--- src/verilog/sar_pkg.sv ---
// Function
// Sticky sync alarm flag, bit 7, sets when the selected monitor reaches alarm.
// Flag reads 0 with no alarm, 1 after one; writing 1 clears it.
// Upper interrupt byte maps status bits 23:16 and resets to 0001 0000.
// Operating-state bit 7 shows the live, unlatched sync monitor alarm.
// Operating-state byte is read-only, shows machine state, resets to 0000 0001.
// Upper interrupt bits 6:0 are unused; writing them changes nothing.
package sar_pkg;

  ////////////////////////////////////////////////////////////////////////////////
  // Register map
  localparam logic [6:0] SAR_OFS_INT_UPPER = 7'h08;
  localparam logic [6:0] SAR_OFS_OP_STATE  = 7'h09;
  localparam logic [7:0] SAR_RST_INT_UPPER = 8'h10;
  localparam logic [7:0] SAR_RST_OP_STATE  = 8'h01;
  localparam logic [7:0] SAR_RD_UNMAPPED   = 8'h00;
  localparam int         SAR_BIT_SYNC      = 7;

  ////////////////////////////////////////////////////////////////////////////////
  // Serial frame layout: command byte {read, addr[6:0]}, then one data byte
  localparam int         SAR_BIT_RD        = 7;
  localparam logic [2:0] SAR_LAST_BIT      = 3'h7;
  localparam int         SAR_SYNC_STAGES   = 2;

  ////////////////////////////////////////////////////////////////////////////////
  // Types
  typedef struct packed {
    logic sclk;
    logic cs_n;
    logic mosi;
  } sar_spi_pins_t;

  typedef enum logic [1:0] {
    SAR_IDLE,
    SAR_ADDR,
    SAR_DATA,
    SAR_HOLD
  } sar_state_t;

endpackage

--- src/verilog/sar_sync2.sv ---
`timescale 1ns/1ps
// Two-stage synchroniser for asynchronous pin levels
module sar_sync2 #(
  parameter int W = 1
) (
  // Clock and reset
  input  wire logic         ref_clk,
  input  wire logic         sys_rst,
  // Levels
  input  wire logic [W-1:0] d,
  output logic      [W-1:0] q
);

  logic [W-1:0] meta_ff;
  logic [W-1:0] q_ff;
  logic [W-1:0] nxt_meta;
  logic [W-1:0] nxt_q;

  // First stage feeds only the second
  always_comb begin
    nxt_meta = d;
    nxt_q    = meta_ff;
  end

  // Register both stages; idle level is all ones (chip select released)
  always_ff @(posedge ref_clk or posedge sys_rst) begin
    if (sys_rst) begin
      meta_ff <= '1;
      q_ff    <= '1;
    end else begin
      meta_ff <= nxt_meta;
      q_ff    <= nxt_q;
    end
  end

  assign q = q_ff;

endmodule

--- src/verilog/sar_status_regs.sv ---
`timescale 1ns/1ps
// Sync alarm status registers behind a mode-0 serial configuration port
module sar_status_regs (
  // Clock and reset
  input  wire logic                   ref_clk,
  input  wire logic                   sys_rst,
  // Serial configuration port pins
  input  wire sar_pkg::sar_spi_pins_t spi_pins,
  output logic                        miso,
  output logic                        miso_oe_n,
  // Device-internal status sources
  input  wire logic                   sync_alarm_live,
  input  wire logic [6:0]             op_state_low,
  // Register contents
  output logic [7:0]                  int_upper,
  output logic [7:0]                  op_state
);

  ////////////////////////////////////////////////////////////////////////////////
  // Pin synchronisation

  sar_pkg::sar_spi_pins_t pins_s;

  sar_sync2 #(
    .W ($bits(sar_pkg::sar_spi_pins_t))
  ) u_pin_sync (
    .ref_clk (ref_clk),
    .sys_rst (sys_rst),
    .d       (spi_pins),
    .q       (pins_s)
  );

  ////////////////////////////////////////////////////////////////////////////////
  // Declarations

  logic                sclk_d_ff;
  logic                nxt_sclk_d;
  logic                sclk_rise;
  logic                sclk_fall;
  sar_pkg::sar_state_t state_ff;
  sar_pkg::sar_state_t nxt_state;
  logic [2:0]          cnt_ff;
  logic [2:0]          nxt_cnt;
  logic [7:0]          sh_ff;
  logic [7:0]          nxt_sh;
  logic [7:0]          cmd_ff;
  logic [7:0]          nxt_cmd;
  logic [7:0]          rd_sh_ff;
  logic [7:0]          nxt_rd_sh;
  logic                miso_ff;
  logic                nxt_miso;
  logic                miso_oe_n_ff;
  logic                nxt_miso_oe_n;
  logic                clr_req;
  logic [7:0]          shifted;
  logic                alarm_d_ff;
  logic                nxt_alarm_d;
  logic                flag_ff;
  logic                nxt_flag;
  logic [7:0]          op_state_ff;
  logic [7:0]          nxt_op_state;
  logic [7:0]          int_upper_ff;
  logic [7:0]          nxt_int_upper;

  ////////////////////////////////////////////////////////////////////////////////
  // Register read mux

  function automatic logic [7:0] rd_mux(input logic [6:0] addr,
                                        input logic [7:0] int_val,
                                        input logic [7:0] op_val);
    logic [7:0] r;
    r = sar_pkg::SAR_RD_UNMAPPED;
    if (addr == sar_pkg::SAR_OFS_INT_UPPER) begin
      r = int_val;
    end else if (addr == sar_pkg::SAR_OFS_OP_STATE) begin
      r = op_val;
    end
    return r;
  endfunction

  ////////////////////////////////////////////////////////////////////////////////
  // Serial clock edge detection

  always_comb begin
    nxt_sclk_d = pins_s.sclk;
  end

  assign sclk_rise = pins_s.sclk & ~sclk_d_ff;
  assign sclk_fall = ~pins_s.sclk & sclk_d_ff;
  assign shifted   = {sh_ff[6:0], pins_s.mosi};

  // Delayed clock resets to the synchroniser's reset level, so no false rising edge follows reset
  always_ff @(posedge ref_clk or posedge sys_rst) begin
    if (sys_rst) begin
      sclk_d_ff <= 1'b1;
    end else begin
      sclk_d_ff <= nxt_sclk_d;
    end
  end

  ////////////////////////////////////////////////////////////////////////////////
  // Frame state machine: command byte, then one data byte

  always_comb begin
    nxt_state     = state_ff;
    nxt_cnt       = cnt_ff;
    nxt_sh        = sh_ff;
    nxt_cmd       = cmd_ff;
    nxt_rd_sh     = rd_sh_ff;
    nxt_miso      = miso_ff;
    clr_req       = 1'b0;
    if (pins_s.cs_n) begin
      nxt_state = sar_pkg::SAR_IDLE;
      nxt_cnt   = 3'h0;
    end else begin
      case (state_ff)
        sar_pkg::SAR_IDLE: begin
          nxt_state = sar_pkg::SAR_ADDR;
          nxt_cnt   = 3'h0;
        end
        sar_pkg::SAR_ADDR: begin
          if (sclk_rise) begin
            nxt_sh  = shifted;
            nxt_cnt = cnt_ff + 3'h1;
            if (cnt_ff == sar_pkg::SAR_LAST_BIT) begin
              nxt_cmd   = shifted;
              nxt_state = sar_pkg::SAR_DATA;
              nxt_rd_sh = rd_mux(shifted[6:0], int_upper_ff, op_state_ff);
            end
          end
        end
        sar_pkg::SAR_DATA: begin
          if (sclk_rise) begin
            nxt_sh  = shifted;
            nxt_cnt = cnt_ff + 3'h1;
            if (cnt_ff == sar_pkg::SAR_LAST_BIT) begin
              nxt_state = sar_pkg::SAR_HOLD;
              // Only bit 7 acts; other bits and the read-only byte ignore writes
              if (!cmd_ff[sar_pkg::SAR_BIT_RD] && cmd_ff[6:0] == sar_pkg::SAR_OFS_INT_UPPER) begin
                clr_req = shifted[sar_pkg::SAR_BIT_SYNC]; // see see
              end
            end
          end
          if (sclk_fall && cmd_ff[sar_pkg::SAR_BIT_RD]) begin
            nxt_miso  = rd_sh_ff[7];
            nxt_rd_sh = {rd_sh_ff[6:0], 1'b0};
          end
        end
        sar_pkg::SAR_HOLD: begin
          nxt_state = sar_pkg::SAR_HOLD;
        end
        default: begin
          nxt_state = sar_pkg::SAR_IDLE;
        end
      endcase
    end
    // Drive the data line from the data byte of a read until chip select is released
    nxt_miso_oe_n = ~((nxt_state == sar_pkg::SAR_DATA || nxt_state == sar_pkg::SAR_HOLD)
                      && nxt_cmd[sar_pkg::SAR_BIT_RD]);
  end

  always_ff @(posedge ref_clk or posedge sys_rst) begin
    if (sys_rst) begin
      state_ff     <= sar_pkg::SAR_IDLE;
      cnt_ff       <= 3'h0;
      sh_ff        <= 8'h00;
      cmd_ff       <= 8'h00;
      rd_sh_ff     <= 8'h00;
      miso_ff      <= 1'b0;
      miso_oe_n_ff <= 1'b1;
    end else begin
      state_ff     <= nxt_state;
      cnt_ff       <= nxt_cnt;
      sh_ff        <= nxt_sh;
      cmd_ff       <= nxt_cmd;
      rd_sh_ff     <= nxt_rd_sh;
      miso_ff      <= nxt_miso;
      miso_oe_n_ff <= nxt_miso_oe_n;
    end
  end

  ////////////////////////////////////////////////////////////////////////////////
  // Sticky sync alarm flag and upper interrupt byte

  always_comb begin
    nxt_alarm_d = sync_alarm_live;
    // Onset of alarm sets; a set in the clearing cycle wins
    nxt_flag    = (sync_alarm_live & ~alarm_d_ff) | (flag_ff & ~clr_req); // see
    // Bits 6:0 hold their reset pattern for good
    nxt_int_upper = {nxt_flag, sar_pkg::SAR_RST_INT_UPPER[6:0]}; // see
  end

  always_ff @(posedge ref_clk or posedge sys_rst) begin
    if (sys_rst) begin
      alarm_d_ff   <= 1'b0;
      flag_ff      <= sar_pkg::SAR_RST_INT_UPPER[sar_pkg::SAR_BIT_SYNC];
      int_upper_ff <= sar_pkg::SAR_RST_INT_UPPER;
    end else begin
      alarm_d_ff   <= nxt_alarm_d;
      flag_ff      <= nxt_flag;
      int_upper_ff <= nxt_int_upper;
    end
  end

  ////////////////////////////////////////////////////////////////////////////////
  // Operating-state byte: live alarm plus state machine bits

  always_comb begin
    nxt_op_state = {sync_alarm_live, op_state_low}; // see
  end

  always_ff @(posedge ref_clk or posedge sys_rst) begin
    if (sys_rst) begin
      op_state_ff <= sar_pkg::SAR_RST_OP_STATE;
    end else begin
      op_state_ff <= nxt_op_state;
    end
  end

  ////////////////////////////////////////////////////////////////////////////////
  // Outputs

  assign miso      = miso_ff;
  assign miso_oe_n = miso_oe_n_ff;
  assign int_upper = int_upper_ff;
  assign op_state  = op_state_ff;

endmodule

--- config.mk ---
export PLATFORM = sky130hd
export DESIGN_NAME = sar_status_regs
export DESIGN_NICKNAME = d
export VERILOG_FILES = /design/src/verilog/sar_pkg.sv /design/src/verilog/sar_sync2.sv /design/src/verilog/sar_status_regs.sv
export SDC_FILE = /design/constraint.sdc
export NUM_CORES = 1
export LEC_CHECK = 0
export ABC_AREA = 0
export BUFFER_PORTS_ARGS = -buffer_cell sky130_fd_sc_hd__buf_4
export CORE_AREA = 3 3 52 89
export DETAILED_ROUTE_END_ITERATION = 16
export DIE_AREA = 0 0 55 92
export GPL_TIMING_DRIVEN = 0
export PLACE_DENSITY = 0.84
export SYNTH_ARGS = -nofsm -noshare
export SYNTH_HDL_FRONTEND = slang
export SYNTH_HIERARCHICAL = 1
export SYNTH_SLANG_ARGS = --single-unit
--- constraint.sdc ---
create_clock -name ref_clk -period 1.97 [get_ports ref_clk]
set_input_delay 0.197 -clock ref_clk [delete_from_list [all_inputs] [get_ports ref_clk]]
set_output_delay 0.197 -clock ref_clk [all_outputs]
set_load 0.005 [all_outputs]
==> results.json <==
{
  "worstPathArrival_ns": 2.09,
  "period_needed_ns": 1.85,
  "r2r_setup_slack_ns": 0.12,
  "cts_sinks": 46,
  "period_share_pct": 94.0,
  "fin_cells": 246,
  "crit_fanout": 4,
  "crit_type": "reg -> reg",
  "viasPerCell": 5.23,
  "switching_power_mw": 0.442,
  "drive_gt1_share_pct": 41.4,
  "fp.dieH_microns": 92,
  "crit_path_start": "sh_ff[1]$_DFFE_PP0P_",
  "yosysTopAreaCell": "dfrtp_1",
  "firstDrtPassIters": 4,
  "rsz0062_at_grt": "no",
  "setup_viol": 0,
  "io_pins": 31,
  "cts_max_path_buffers": 2,
  "fin_nets": 216,
  "rows": 30,
  "initialDrtViolationCount": 25,
  "cts_buffers": 5,
  "yosys_warnings": 6,
  "antenna_found_initial": 0,
  "finalClockSkew_ns": 0.0134,
  "fmax_mhz": 540,
  "grt_use_total_pct": 16.5,
  "synth_top_cell_area_share_pct": 47.3,
  "synth_flop_cell": "dfrtp_1",
  "clock_latency_ns": 0.30,
  "gp_congestion": 0.772,
  "clk_pin_slew_worst_paths_ns": 0.08,
  "vias": 1286,
  "power.internal_mw": 1.39,
  "place_hpwl_mm": 2.64,
  "reg2reg_depth": 4,
  "p_seq_share_pct": 58.1,
  "grt_pass1_vias": 1400,
  "syn_area_sq_um": 1960,
  "ys_seq_area_share_pct": 59.3,
  "tritoncts": "built",
  "topRoutingLayerUsed": "met4",
  "yosys-top-cells-count": "37 x dfrtp_1, 21 x mux2_2, 11 x nand2_1, 9 x buf_4, 9 x dfstp_2",
  "hold_violations": 0,
  "yosysMostFrequentCell": "dfrtp_1",
  "vdd_drop_max_uv": 681,
  "r2r-end": "rd_sh_ff[4]$_DFFE_PP0P_",
  "cellLeakagePower_nw": 1.17,
  "met1_length_mm": 1.27,
  "port_buffers": 23,
  "cap_violations": 0,
  "power.share.combinational_pct": 11.7,
  "synth_seq_cells": 46,
  "synth_compound_area_share_pct": 7.98,
  "status": "complete, no violations",
  "slew_violations": 0,
  "wl_mm": 3.64,
  "gr-total-overflow": 0,
  "tightest_slew_ns": 0.822,
  "syn-mean-instance-area_sq_um": 13.2,
  "met3_wirelength_microns": 150,
  "cp-end-kind": "flip-flop",
  "grt_start_max_net_pins": 41,
  "die_w_microns": 55,
  "power_mw": 1.83,
  "synth_mux_area_share_pct": 13.6,
  "synthCells": 149,
  "critPathLaunchType": "flip-flop",
  "cp-endpoint": "rd_sh_ff[4]$_DFFE_PP0P_",
  "synth_cell_types": 33,
  "wl_per_cell_microns": 14.8,
  "die_area_sq_um": 5060,
  "dr_wl_met2_mm": 2.09,
  "ys_async_sr_fraction_pct": 100,
  "synth_area_leaders": "dfrtp_1 47%, dfstp_2 12%, mux2_2 12%, ha_1 3.8%, buf_4 3.4%",
  "synth_edf_count": 0,
  "p_sw_share_pct": 24.1,
  "root_buffer": "clkbuf_8",
  "core_sq_um": 3980,
  "syn_to_final_growth_pct": 25.0,
  "power_density_nw_per_um2": 748,
  "synth_top_family_by_area": "multiplexers",
  "grt_pass1_wl_mm": 6.01,
  "initial_core_util_pct": 49.2,
  "hold_class": "in -> async",
  "synth-simple-area-share_pct": 9.51,
  "drc": 0,
  "dp.cells": 225,
  "ant_nets": 0,
  "p_clk_share_pct": 30.2,
  "crit_required_ns": 2.21,
  "synth_xor_area_share_pct": 0,
  "antenna_cells": 0,
  "cts_max_level": 2,
  "synth_fa_ha_area_share_pct": 3.83,
  "r2r-start": "sh_ff[1]$_DFFE_PP0P_",
  "slew-limit-headroom_pct": 45.1
}
cell type report:
class,instances,area (sq um)
Fill cell,328,1530
Sequential cell,46,1160
Multi-Input combinational cell,89,736
Timing Repair Buffer,37,305
Clock buffer,7,76.3
Buffer,11,76.3
Tap cell,48,60.1
Inverter,7,26.3
Clock inverter,1,7.51
metal layers:
metal | vias up | global-route usage [%]
met4 | 0 | 10.8
met2 | 39 | 28.0
met3 | 11 | 5.85
met5 | - | 0
met1 | 643 | 15.5
li1 | 593 | -
power by group through the flow:
| stage | combinational [mW] | clock, mW | sequential (mW) |
|---|---|---|---|
| 2_1_floorplan | 0.136 | 0 | 1.06 |
| 3_3_place_gp | 0.183 | 0 | 1.08 |
| 3_5_place_dp | 0.192 | 0 | 1.08 |
| 4_1_cts | 0.210 | 0.574 | 1.06 |
| 5_1_grt | 0.238 | 0.619 | 1.08 |
| 6_report | 0.215 | 0.553 | 1.06 |
flip-flops by register name, summed over array words and instances, names as in the netlist:
register	flops
state_ff	2
op_state	7
miso	1
sh_ff	7
sclk_d_ff	1
miso_oe_n	1
int_upper	1
rd_sh_ff	8
alarm_d_ff	1
u_pin_sync/meta_ff	3
u_pin_sync/q	3
cnt_ff	3
cmd_ff	8
kinds of logic (layout without fill, tap and decap cells):
group,after synthesis,count (layout)
AO/OA/AOI/OAI,19,19
adder cells (fa/ha/maj),6,6
buffers and inverters,19,63
flip-flops,46,46
multiplexers,24,24
other,2,7
AND/OR/NAND/NOR,33,33
worst max-delay path, cell delays in order (launching register included):
cell and delay (ns):
dfrtp_1 0.42, or4b_4 0.56, or3_4 0.36, o32ai_2 0.26
a32o_1 0.19
metrics by stage:
| step | utilization (%) | instance area (sq um) | worst slack (ns) | setup TNS, ns | hold WS, ns |
|---|---|---|---|---|---|
| after global placement | 55.6 | 2210 | -0.287 | -1.64 | 0.305 |
| after floorplan | - | 1980 | 0.0290 | 0 | 0.196 |
| after detailed placement | 55.6 | 2210 | -0.390 | -2.34 | 0.307 |
| final | 61.6 | 2450 | 0.119 | 0 | 0.0398 |
| after CTS | 60.7 | 2410 | 0.00118 | 0 | 0.00157 |
| after global routing | 61.6 | 2450 | 0.0330 | 0 | 0.0489 |
how the worst min path moves through the flow:
stage	from	to	slack (ns)
4_1_cts	sync_alarm_live	alarm_d_ff$_DFF_PP0_	0.002
3_5_place_dp	spi_pins[0]	u_pin_sync/meta_ff[0]$_DFF_PP1_	0.31
3_3_place_gp	spi_pins[0]	u_pin_sync/meta_ff[0]$_DFF_PP1_	0.31
6_report	sys_rst	u_pin_sync/meta_ff[2]$_DFF_PP1_	0.04
5_1_grt	sys_rst	u_pin_sync/meta_ff[2]$_DFF_PP1_	0.05
2_1_floorplan	sys_rst	u_pin_sync/meta_ff[0]$_DFF_PP1_	0.20
what timing repair did:
action / CTS / global route
setup buffers: 2 / 1
pin swaps: 1 / 2
endpoints found under the hold margin: 10 / 1
gates resized for setup: 3 / 5
setup endpoints to repair: 16 / 15
hold buffers: 10 / 1
cells in the final DEF (no fill, tap or decap), drive strengths merged, types with 2 or more instances in the layout:
cell and count:
nor3 2, ha 6, nand2b 4, clkbuf 9, buf 35, conb 7
or3 2, mux2i 3, nand2 11, dfrtp 37, mux2 21, a21oi 3
a22o 7, dlygate4sd3 11, nor4b 2, dfstp 9, inv 7, nor2 6
Power figures use the tool's default switching activity.
